--- src/rtl/ppc_cfg.svh ---
`ifndef PPC_CFG_SVH
`define PPC_CFG_SVH
`define PPC_NPIN        32
`define PPC_MUXW        3
`define PPC_PULL_RST_A  32'h0000_0005
`define PPC_PULL_RST_B  32'h0000_0020
`define PPC_FN3_RST_A   32'h0000_0005
`define PPC_FN3_RST_B   32'h0000_0020
`define PPC_PULL_UP_A   32'hffff_fffe
`define PPC_PULL_UP_B   32'hffff_ffff
`define PPC_SRE_RST_A   32'hffff_ff3b
`define PPC_SRE_RST_B   32'hffff_fffe
`define PPC_DSE_CAP_A   32'h0000_3000
`define PPC_DSE_CAP_B   32'h0000_0003
`define PPC_IRQ_CAP_A   32'h0000_1c83
`define PPC_IRQ_CAP_B   32'h0000_00ff
`define PPC_PFE_CAP_B   32'h0000_0020
`define PPC_MUX_FN3     3'h3
`define PPC_MUX_FN0     3'h0
`define PPC_MUX_I2C     3'h2
`define PPC_MUX_UART    3'h2
`define PPC_UART_TX_PIN 5'h01
`define PPC_IO_BASE     32'hf800_0000
`define PPC_XBAR_BASE   32'h400f_f000
`define PPC_ALIAS_BASE  32'h4000_f000
`define PPC_WIN_MASK    32'hffff_f000
`define PPC_IO_MASK     32'hf800_0000
`define PPC_ALIAS_SLOT  4'hf
`endif

--- src/rtl/ppc_pkg.sv ---
`include "ppc_cfg.svh"
package ppc_pkg;
  typedef logic [`PPC_MUXW-1:0] ppc_mux_t;
  typedef enum logic [1:0] {PPC_WIN_NONE, PPC_WIN_IO, PPC_WIN_XBAR,
                            PPC_WIN_ALIAS} ppc_win_t;
endpackage : ppc_pkg

--- src/rtl/ppc_top.sv ---
`include "ppc_cfg.svh"
// Notes on behaviour
// Pulls on out of reset only on A0, A2, B5
// Pull enable writable for every pin
// Pull direction fixed, debug clock pulls down
// Pull enable reset set A0, A2, B5
// Mux reset function three on A0, A2, B5
// Interrupts only on listed A and B pins
// Slew fixed, off A2 A6 A7 B0
// High drive only A12 A13 B0 B1
// Passive filter reset pin and B5 only
// Two-wire bus mux forces open drain, except on A1
// UART transmit open drain by option bit
// Direct single cycle port at high base
// Crossbar and alias bases reach registers
// Full atomic operations use alias slot
// No lock, config always writable
module ppc_top
  import ppc_pkg::*;
(
  input  wire logic        CLK,
  input  wire logic        NRST,
  input  wire logic        PCW_WR,
  input  wire logic        PCW_PORT,
  input  wire logic [4:0]  PCW_PIN,
  input  wire logic        PCW_PULL,
  input  wire ppc_mux_t    PCW_MUX,
  input  wire logic        PCW_DSE,
  input  wire logic        PCW_PFE,
  input  wire logic        PCW_RD,
  output logic             PCW_RD_PULL,
  output logic             PCW_RD_PULL_UP,
  output logic             PCW_RD_SRE,
  output logic             PCW_RD_DSE,
  output logic             PCW_RD_PFE,
  output logic             PCW_RD_IRQC,
  output ppc_mux_t         PCW_RD_MUX,
  input  wire logic        UART_OPEN_DRAIN_EN,
  input  wire logic        RESET_PIN_PFE_EN,
  input  wire logic [31:0] PIN_IRQ_IN_A,
  input  wire logic [31:0] PIN_IRQ_IN_B,
  output logic [31:0]      PULL_EN_A,
  output logic [31:0]      PULL_EN_B,
  output logic [31:0]      PULL_UP_A,
  output logic [31:0]      PULL_UP_B,
  output logic [31:0]      SLEW_EN_A,
  output logic [31:0]      SLEW_EN_B,
  output logic [31:0]      HIGH_DRIVE_A,
  output logic [31:0]      HIGH_DRIVE_B,
  output logic             PFE_B5,
  output logic             PFE_RESET_PIN,
  output logic [31:0]      OPEN_DRAIN_A,
  output logic [31:0]      OPEN_DRAIN_B,
  output logic             PORT_IRQ_A,
  output logic             PORT_IRQ_B,
  input  wire logic        CORE_VALID,
  input  wire logic [31:0] CORE_ADDR,
  output logic             CORE_READY,
  output logic             CORE_ALIAS,
  output logic             CORE_FULL_ATOMIC,
  output logic [11:0]      CORE_OFFSET
);
  // Index 0 is port A, index 1 is port B
  localparam logic [31:0] PULL_RST [2] = '{`PPC_PULL_RST_A,
                                           `PPC_PULL_RST_B};
  localparam logic [31:0] FN3_MSK [2]  = '{`PPC_FN3_RST_A,
                                           `PPC_FN3_RST_B};

  logic [31:0] pull_a, pull_b;
  ppc_mux_t    mux_a [32];
  ppc_mux_t    mux_b [32];
  logic        dse_reg [4];
  logic        pfe_reg;
  logic        pfe_rst_reg;
  logic [31:0] sel_a, sel_b;

  // Write strobes per pin; no lock, so a write always lands
  assign sel_a = (PCW_WR && !PCW_PORT) ? (32'h1 << PCW_PIN) : 32'h0;
  assign sel_b = (PCW_WR &&  PCW_PORT) ? (32'h1 << PCW_PIN) : 32'h0;

  genvar g;
  generate
    for (g = 0; g < `PPC_NPIN; g++) begin : g_pin
      ppc_pin #(
        .PULL_RST (PULL_RST[0][g]),
        .MUX_RST  (FN3_MSK[0][g] ? `PPC_MUX_FN3 : `PPC_MUX_FN0)
      ) u_a (
        .clk     (CLK),
        .nrst    (NRST),
        .wr      (sel_a[g]),
        .pull_in (PCW_PULL),
        .mux_in  (PCW_MUX),
        .pull    (pull_a[g]),
        .mux     (mux_a[g])
      );
      ppc_pin #(
        .PULL_RST (PULL_RST[1][g]),
        .MUX_RST  (FN3_MSK[1][g] ? `PPC_MUX_FN3 : `PPC_MUX_FN0)
      ) u_b (
        .clk     (CLK),
        .nrst    (NRST),
        .wr      (sel_b[g]),
        .pull_in (PCW_PULL),
        .mux_in  (PCW_MUX),
        .pull    (pull_b[g]),
        .mux     (mux_b[g])
      );
      // Transmit pin shares code 2 with the two-wire bus, so there code 2 gives
      // open drain only with the option bit set; elsewhere the bus forces open drain
      assign OPEN_DRAIN_A[g] = (g == `PPC_UART_TX_PIN) ?
        (UART_OPEN_DRAIN_EN && mux_a[g] == `PPC_MUX_UART) :
        (mux_a[g] == `PPC_MUX_I2C);
      assign OPEN_DRAIN_B[g] = (mux_b[g] == `PPC_MUX_I2C);
    end
  endgenerate

  // Pull enables come straight from the pin registers, A0 A2 B5 on out of reset
  assign PULL_EN_A = pull_a;
  assign PULL_EN_B = pull_b;
  assign PULL_UP_A = `PPC_PULL_UP_A;
  assign PULL_UP_B = `PPC_PULL_UP_B;
  assign SLEW_EN_A = `PPC_SRE_RST_A;
  assign SLEW_EN_B = `PPC_SRE_RST_B;

  wire dse_wr_a = PCW_WR && !PCW_PORT && (PCW_PIN == 5'd12 ||
                  PCW_PIN == 5'd13);
  wire dse_wr_b = PCW_WR && PCW_PORT && (PCW_PIN == 5'd0 ||
                  PCW_PIN == 5'd1);
  wire [1:0] dse_idx = {PCW_PORT, PCW_PIN[0]};

  always_ff @(posedge CLK) begin
    if (!NRST) begin
      dse_reg     <= '{default: 1'b0};
      pfe_reg     <= 1'b0;
      pfe_rst_reg <= 1'b1;
    end else begin
      if (dse_wr_a || dse_wr_b)
        dse_reg[dse_idx] <= PCW_DSE;
      if (PCW_WR && PCW_PORT && PCW_PIN == 5'd5)
        pfe_reg <= PCW_PFE;
      pfe_rst_reg <= RESET_PIN_PFE_EN;
    end
  end

  assign HIGH_DRIVE_A = {18'h0, dse_reg[1], dse_reg[0], 12'h0};
  assign HIGH_DRIVE_B = {30'h0, dse_reg[3], dse_reg[2]};
  assign PFE_B5       = pfe_reg;
  assign PFE_RESET_PIN = pfe_rst_reg;

  // Unsupported pins are masked so stray inputs never raise a request
  assign PORT_IRQ_A = |(PIN_IRQ_IN_A & `PPC_IRQ_CAP_A);
  assign PORT_IRQ_B = |(PIN_IRQ_IN_B & `PPC_IRQ_CAP_B);

  wire [31:0] rd_pup  = PCW_PORT ? `PPC_PULL_UP_B : `PPC_PULL_UP_A;
  wire [31:0] rd_sre  = PCW_PORT ? `PPC_SRE_RST_B : `PPC_SRE_RST_A;
  wire [31:0] rd_irq  = PCW_PORT ? `PPC_IRQ_CAP_B : `PPC_IRQ_CAP_A;
  wire [31:0] rd_pull = PCW_PORT ? pull_b : pull_a;
  wire [31:0] rd_dse = PCW_PORT ? HIGH_DRIVE_B : HIGH_DRIVE_A;
  wire        rd_pfe = PCW_PORT && PCW_PIN == 5'd5 && pfe_reg;
  wire ppc_mux_t rd_mux = PCW_PORT ? mux_b[PCW_PIN] : mux_a[PCW_PIN];

  always_ff @(posedge CLK) begin
    if (!NRST) begin
      PCW_RD_PULL    <= 1'b0;
      PCW_RD_PULL_UP <= 1'b0;
      PCW_RD_SRE  <= 1'b0;
      PCW_RD_DSE  <= 1'b0;
      PCW_RD_PFE  <= 1'b0;
      PCW_RD_IRQC <= 1'b0;
      PCW_RD_MUX  <= `PPC_MUX_FN0;
    end else if (PCW_RD) begin
      PCW_RD_PULL    <= rd_pull[PCW_PIN];
      PCW_RD_PULL_UP <= rd_pup[PCW_PIN];
      PCW_RD_SRE  <= rd_sre[PCW_PIN];
      PCW_RD_DSE  <= rd_dse[PCW_PIN];
      PCW_RD_PFE  <= rd_pfe;
      PCW_RD_IRQC <= rd_irq[PCW_PIN];
      PCW_RD_MUX  <= rd_mux;
    end
  end

  // Address decode: three windows, all onto the same registers
  wire hit_io    = (CORE_ADDR & `PPC_IO_MASK) == `PPC_IO_BASE;
  wire hit_xbar  = (CORE_ADDR & `PPC_WIN_MASK) == `PPC_XBAR_BASE;
  wire hit_alias = (CORE_ADDR & `PPC_WIN_MASK) == `PPC_ALIAS_BASE;
  ppc_win_t win;
  assign win = hit_io ? PPC_WIN_IO : hit_xbar ? PPC_WIN_XBAR :
               hit_alias ? PPC_WIN_ALIAS : PPC_WIN_NONE;

  // Zero wait states: ready in the request cycle
  assign CORE_READY       = CORE_VALID && win != PPC_WIN_NONE;
  assign CORE_ALIAS       = CORE_VALID && win == PPC_WIN_ALIAS;
  assign CORE_FULL_ATOMIC = CORE_VALID && win == PPC_WIN_ALIAS;
  assign CORE_OFFSET      = CORE_ADDR[11:0];
endmodule : ppc_top

--- src/rtl/ppc_pin.sv ---
`include "ppc_cfg.svh"
module ppc_pin
  import ppc_pkg::*;
#(
  parameter logic     PULL_RST = 1'b0,
  parameter ppc_mux_t MUX_RST  = `PPC_MUX_FN0
) (
  input  wire logic     clk,
  input  wire logic     nrst,
  input  wire logic     wr,
  input  wire logic     pull_in,
  input  wire ppc_mux_t mux_in,
  output logic          pull,
  output ppc_mux_t      mux
);
  always_ff @(posedge clk) begin
    if (!nrst) begin
      pull <= PULL_RST;
      mux  <= MUX_RST;
    end else if (wr) begin
      pull <= pull_in;
      mux  <= mux_in;
    end
  end
endmodule : ppc_pin

--- config.mk ---
export PLATFORM = sky130hd
export DESIGN_NAME = ppc_top
export DESIGN_NICKNAME = d
export VERILOG_FILES = /design/src/rtl/ppc_pkg.sv /design/src/rtl/ppc_top.sv /design/src/rtl/ppc_pin.sv
export VERILOG_INCLUDE_DIRS = /design/src /design/src/rtl
export SDC_FILE = /design/constraint.sdc
export NUM_CORES = 1
export LEC_CHECK = 0
export BUFFER_PORTS_ARGS = -buffer_cell sky130_fd_sc_hd__buf_2
export CORE_ASPECT_RATIO = 0.75
export CORE_MARGIN = 3
export CORE_UTILIZATION = 48
export DETAILED_ROUTE_END_ITERATION = 8
export GPL_TIMING_DRIVEN = 1
export PLACE_DENSITY = 0.78
export REMOVE_ABC_BUFFERS = 1
export SLEW_MARGIN = 20
export SYNTH_ARGS = -nofsm -noshare
export SYNTH_HDL_FRONTEND = slang
export SYNTH_SLANG_ARGS = --single-unit
--- constraint.sdc ---
create_clock -name CLK -period 2 [get_ports CLK]
set_input_delay 0.2 -clock CLK [delete_from_list [all_inputs] [get_ports CLK]]
set_output_delay 0.2 -clock CLK [all_outputs]
set_load 0.005 [all_outputs]
==> results_dict.tcl, run 1 <==
set metrics [dict create \
    syn_area_um2 15510 \
    fin_cells 2337 \
    setup.worst_path.start "g_pin[2].u_a.mux[1]" \
    final_cell_area_um2 17070 \
    rr_worst_depth 5 \
    finalCritPeriodShare 0.9808 \
    critical_path.endpoint "PCW_RD_MUX[1]" \
    fill_cells 2826 \
    peakVddDrop_mv 0.5677 \
    gp_congestion 0.9413 \
    viasPerCell 5.693 \
    end_kind "flop" \
    utilization 0.5414 \
    crit_chain "mux4_2, nor2b_1, a2111oi_1, a211oi_1, a211o_1" \
    clk_latency_ns 0.55 \
    overflow 0 \
    finClkSkew_ns 0.02201 \
    cts_setup_buffers 0 \
    r2r_slack_ns 0.04 \
    use_met2 0.3979 \
    die_area_um2 34520 \
    status "completed" \
    critPathKind "flop to flop" \
    clock_sinks 271 \
    ios 463 \
    grt-busiest-layer "met2" \
    htreeDepth 1 \
    rows 56 \
    grt.total_usage 0.2666 \
    r2r-start "g_pin[2].u_a.mux[1]" \
    cp.arrival_ns 2.41 \
    multi_input_area_um2 8184 \
    portBuffers 200 \
    ant_nets 0 \
    drt-pass1-iter-count 5 \
    layout_commonest_cell "nand2_1" \
    wl_mm 48.25 \
    start_util 0.4918 \
    required_ns 2.44 \
    synth_edf_count 0 \
    core_um2 31530 \
    slew_headroom 0.5062 \
    grt_pass1_vias 12082 \
    antenna_found_initial 1 \
    placed_area_um2 16230 \
    syn_to_final_growth_pct 10.09 \
    min_from "PCW_MUX[1]" \
    use_met3 0.07183 \
    critical_path_peak_fanout 3 \
    final_cell_mix "nand2_1, dfxtp_1, a21boi_1" \
    critPathLaunchType "flop" \
    cts_buffer_depth 3 \
    finalHoldViolations 0 \
    layout.area.seq_um2 5425 \
    clk_pin_slew_worst_paths_ns 0.07 \
    dp_hpwl_mm 34.96 \
    cts_made_buffers 26 \
    async_flop_share 0 \
    min_path_cells 3 \
    drc 0 \
    max_slew.worst_pin.slew_ns 0.7399 \
    max_cap_viol_count 0 \
    grt_max_degree 128 \
    layout.nets 2029 \
    chipHeight_um 161.7 \
    drive_gt1_frac 0.2242 \
    via_count 13304 \
    whs_ns 0.04689 \
    final-max-slew-violation-count 0 \
    leakagePower_nw 6.734 \
    synthDistinctLibCells 50 \
    antenna_cells 0 \
    setup_viol 0 \
    cpPeakStageDelay_ns 0.53 \
    grtUsageMet1 0.3911 \
    max_freq_mhz 509.8 \
    dp.cells 2288 \
    synth_cells 1796 \
    crit_slowest_cell "a2111oi_1" \
    p_per_area_nw_per_um2 661.5 \
    dr.first_iter.drc_count 1721 \
    ys_seq_area_frac 0.3499 \
    min_path_type "input port to flop" \
    die_x_um 213.5 \
    post_drt_wl_per_cell_um 20.65 \
    grt_first_pass_wirelength_mm 71.92 \
    synth_area_per_cell_um2 8.634 \
    synth_flop_cell "dfxtp_1" \
    r2r_end "PCW_RD_MUX[1]" \
    ys_ff_latch 271 \
    min_period_ns 1.962 \
    cts_root_buf "clkbuf_16" \
    ys_warn_count 0 \
    cts_tree "built" \
]
-- flip-flops by register name (all words and copies together), names as in the netlist --
register and flops:
g_pin.u_a.mux 96, g_pin.u_b.mux 96, g_pin.u_a.pull 32, g_pin.u_b.pull 32, PCW_RD_MUX 3, HIGH_DRIVE_A 2, HIGH_DRIVE_B 2, PCW_RD_DSE 1
PCW_RD_IRQC 1, PCW_RD_PFE 1, PCW_RD_PULL 1, PCW_RD_PULL_UP 1, PCW_RD_SRE 1, PFE_B5 1, PFE_RESET_PIN 1
-- report_power, final --
part           total [W]  internal, W  leakage (nW)  switching (W)
Sequential       0.00546      0.00543          2.18      0.0000278
Clock            0.00472      0.00258         0.390        0.00214
Combinational    0.00112     0.000423          4.16       0.000699
-- Yosys cell counts (2+ instances only) --
| master | instances | area (um2) |
|---|---|---|
| a21oi_1 | 7 | 35.03 |
| o21ai_0 | 47 | 235.2 |
| buf_2 | 18 | 90.09 |
| a211o_1 | 3 | 26.28 |
| nor3b_1 | 63 | 473.0 |
| and2_1 | 3 | 18.77 |
| and3_1 | 6 | 37.54 |
| nand2_1 | 281 | 1055 |
| clkbuf_1 | 116 | 435.4 |
| nand4_1 | 2 | 12.51 |
| nor4b_1 | 2 | 17.52 |
| buf_6 | 3 | 33.78 |
| nand2b_1 | 9 | 56.30 |
| o21ai_1 | 31 | 155.2 |
| nor2b_1 | 42 | 262.8 |
| a21boi_0 | 3 | 22.52 |
| o32ai_1 | 2 | 17.52 |
| nor4_1 | 5 | 31.28 |
| conb_1 | 2 | 7.510 |
| a211oi_1 | 4 | 30.03 |
| dfxtp_1 | 271 | 5425 |
| a31oi_1 | 12 | 75.07 |
| a21boi_1 | 219 | 1644 |
| inv_1 | 4 | 15.01 |
| a2111oi_0 | 4 | 35.03 |
| o221ai_1 | 3 | 26.28 |
| inv_2 | 2 | 7.510 |
| mux4_2 | 65 | 1464 |
| mux2i_1 | 40 | 400.4 |
| nor2_1 | 40 | 150.1 |
| buf_1 | 3 | 11.26 |
| mux2_2 | 3 | 33.78 |
| nor3_1 | 11 | 55.05 |
| a22oi_1 | 3 | 22.52 |
| nand3_1 | 183 | 915.9 |
| buf_4 | 270 | 2027 |
-- area by class of cell --
class,count,area share
well taps,406,0.02976
inverters,6,0.001319
flip-flops and latches,271,0.3178
clock inverters,8,0.002492
repair buffers,315,0.1257
multi-input cells,1294,0.4794
clock buffers,37,0.04354
-- per-layer routing --
layer | part of all wire | wire length (um)
met1 | 0.41 | 19720
met5 | 0.00023 | 11
met3 | 0.13 | 6112
met2 | 0.44 | 21440
met4 | 0.020 | 968
-- worst max-delay path, delay by kind of cell, from the launching register on --
| family | cells | cell delay [ns] |
|---|---|---|
| AOI/OAI and AO/OA | 3 | 0.92 |
| DFF | 1 | 0.35 |
| muxes | 1 | 0.45 |
| and+or+nand+nor | 1 | 0.15 |
-- logic make-up (layout without fill, tap and decap cells) --
family | Yosys count | after routing | share of synthesized area
AOI/OAI and AO/OA | 342 | 342 | 0.1521
buffers and inverters | 417 | 366 | 0.1703
DFF | 271 | 271 | 0.3499
muxes | 110 | 110 | 0.1248
other | 2 | 188 | 0.0004843
and+or+nand+nor | 654 | 654 | 0.2025
-- worst min path at each step --
stage / to / slack (ns)
3_3_place_gp: PFE_RESET_PIN / 0.38
5_1_grt: g_pin[15].u_a.mux[1] / 0.06
6_report: g_pin[15].u_a.mux[1] / 0.05
2_1_floorplan: g_pin[0].u_a.mux[0] / 0.27
4_1_cts: g_pin[15].u_a.mux[1] / 0.02
3_5_place_dp: PFE_RESET_PIN / 0.39
-- timing repair --
action                                 in CTS  in global routing
pin swaps                                   0                  1
gates resized for setup                     3                  2
endpoints found under the hold margin       5                  0
hold buffers                                4                  0
setup endpoints to repair                   2                  2
-- through the flow --
step           setup WS [ns]  total power [W]  setup TNS (ns)
2_1_floorplan        -0.3994         0.005981          -16.53
3_3_place_gp         -0.4308         0.006630          -7.431
3_5_place_dp         -0.4390         0.006648          -9.393
4_1_cts              0.02872          0.01130               0
5_1_grt           -0.0005713          0.01161      -0.0005713
6_report             0.03836          0.01129               0
(Power assumes the default switching activity.)
==> run 2, diff against run 1 <==
--- a/config.mk
+++ b/config.mk
@@ -6,14 +6,14 @@
 export SDC_FILE = /design/constraint.sdc
 export NUM_CORES = 1
 export LEC_CHECK = 0
-export BUFFER_PORTS_ARGS = -buffer_cell sky130_fd_sc_hd__buf_2
-export CORE_ASPECT_RATIO = 0.75
-export CORE_MARGIN = 3
-export CORE_UTILIZATION = 48
+export CORE_AREA = 3 3 178 180
 export DETAILED_ROUTE_END_ITERATION = 8
+export DIE_AREA = 0 0 181 183
+export DONT_BUFFER_PORTS = 1
 export GPL_TIMING_DRIVEN = 1
-export PLACE_DENSITY = 0.78
+export PLACE_DENSITY = 0.69
 export REMOVE_ABC_BUFFERS = 1
+export SETUP_SLACK_MARGIN = 0.3
 export SLEW_MARGIN = 20
 export SYNTH_ARGS = -nofsm -noshare
 export SYNTH_HDL_FRONTEND = slang
==> run 2 against run 1 <==
The flow now finishes with violations (negative hold slack). Fmax is 2.1% higher. Non-clock buffer count down 94. Die area is 4.0% lower. Via count fell by 2.3%. Global-route usage is 1.3 points higher. Critical path type unchanged. Largest cell class unchanged. Largest power group is now the clock network.
==> results_dict.tcl, run 2 (synthesis gave the netlist of run 1 again) <==
set metrics [dict create \
    setup_viol 0 \
    critPathLaunchType "flop" \
    layout.nets 1939 \
    fin_cells 2245 \
    final_cell_area_um2 17460 \
    leakagePower_nw 6.617 \
    slew_headroom 0.5805 \
    core_um2 30350 \
    min_from "PCW_PIN[2]" \
    min_path_cells 3 \
    required_ns 2.44 \
    hold_end "PCW_RD_MUX[1]" \
    finalHoldViolations 2 \
    htreeDepth 1 \
    r2r-start "g_pin[7].u_b.mux[1]" \
    r2r_end "PCW_RD_MUX[1]" \
    min_period_ns 1.922 \
    finalCritPeriodShare 0.9610 \
    critPathKind "flop to flop" \
    fin_setup_tns_ns 0 \
    start_util 0.5109 \
    finClkSkew_ns 0.008042 \
    die_x_um 181 \
    placed_area_um2 14440 \
    max_cap_viol_count 0 \
    dr.first_iter.drc_count 1454 \
    cts_buffer_depth 3 \
    violations "negative hold slack" \
    cp.arrival_ns 2.36 \
    portBuffers 0 \
    cts_root_buf "clkbuf_16" \
    rr_worst_depth 5 \
    via_count 12995 \
    dp.cells 2011 \
    clock_sinks 271 \
    layout_commonest_cell "nand2_1" \
    end_kind "flop" \
    drt-pass1-iter-count 8 \
    syn_to_final_growth_pct 12.59 \
    layout.area.seq_um2 5458 \
    utilization 0.5752 \
    max_slew.worst_pin.slew_ns 0.6279 \
    ios 463 \
    grt_pass1_vias 12592 \
    top_regs "g_pin.u_a.mux x96, g_pin.u_b.mux x96" \
    whs_ns -0.003812 \
    chipHeight_um 183 \
    overflow 0 \
    total_power_w 0.01228 \
    rows 64 \
    max_freq_mhz 520.3 \
    drc 0 \
    min_path_type "input port to flop" \
    cts_tree "built" \
    final-max-slew-violation-count 0 \
    antenna_found_initial 2 \
    ant_nets 0 \
    critical_path_peak_fanout 3 \
    fill_cells 2636 \
    clk_pin_slew_worst_paths_ns 0.06 \
    post_drt_wl_per_cell_um 21.85 \
    grt.total_usage 0.2792 \
    gp_congestion 0.8294 \
    grt_setup_unrepaired "yes" \
    multi_input_area_um2 8237 \
    grt_max_degree 155 \
    clk_latency_ns 0.56 \
    p_per_area_nw_per_um2 703.4 \
    final_cell_mix "nand2_1, dfxtp_1, a21boi_1" \
    grt_first_pass_wirelength_mm 73.67 \
    cts_made_buffers 30 \
    drive_gt1_frac 0.1262 \
    wl_mm 49.04 \
    r2r_slack_ns 0.08 \
    peakVddDrop_mv 0.7396 \
    viasPerCell 5.788 \
    cts_hold_buf 165 \
    dp_hpwl_mm 29.55 \
    die_area_um2 33120 \
    status "finished with violations" \
]
## run 2: cell type report
type / count / share of cell area
Timing Repair Buffer: 221 / 0.1237
Clock inverter: 14 / 0.01132
Clock buffer: 41 / 0.05060
Multi-Input combinational cell: 1294 / 0.4718
Tap cell: 396 / 0.02838
Inverter: 6 / 0.001290
Sequential cell: 271 / 0.3126
Antenna cell: 2 / 0.0002867
## run 2: through the flow
stage,hold WS (ns),worst slack [ns]
6_report,-0.003812,0.07810
5_1_grt,-0.009668,0.05132
4_1_cts,-0.03742,0.1037
3_5_place_dp,0.3019,-0.06552
3_3_place_gp,0.2948,-0.04839
2_1_floorplan,0.2718,-0.3994
## run 2: timing repair
| item | 4_1_cts | 5_1_grt |
|---|---|---|
| gates resized for setup | 34 | 10 |
| endpoints found under the setup margin | 4 | 6 |
| pin swaps | 9 | 3 |
| endpoints found under the hold margin | 271 | 1 |
| buffers inserted | 10 | 2 |
## run 2: metal layers
| layer | track usage | part of all wire |
|---|---|---|
| met4 | 0.1091 | 0.043 |
| met3 | 0.08052 | 0.11 |
| met2 | 0.4720 | 0.47 |
| met5 | 0 | 0 |
| met1 | 0.3389 | 0.37 |
## run 2: worst max-delay path, cell delays in order, from the launching register on
cell	delay, ns
dfxtp_1	0.34
mux4_2	0.46
mux4_2	0.54
o21ai_2	0.16
a31oi_1	0.06
a211o_1	0.24
## run 2: worst max path at each step
stage | from | end | slack (ns) | cells after the start
after detailed placement | g_pin[10].u_a.mux[2] | PCW_RD_MUX[2] | -0.07 | 6
after floorplan | PCW_PORT | g_pin[16].u_a.mux[0] | -0.40 | 5
after global placement | g_pin[10].u_a.mux[0] | PCW_RD_MUX[0] | -0.05 | 6
final | g_pin[7].u_b.mux[1] | PCW_RD_MUX[1] | 0.08 | 5
after global routing | g_pin[14].u_b.mux[1] | PCW_RD_MUX[1] | 0.05 | 5
after CTS | g_pin[12].u_b.mux[2] | PCW_RD_MUX[2] | 0.10 | 5
## run 2: power breakdown
part / internal (W) / total (W) / switching [W]
clock: 0.00371 / 0.00602 / 0.00231
combinational: 0.000308 / 0.000799 / 0.000491
sequential: 0.00543 / 0.00546 / 0.0000333
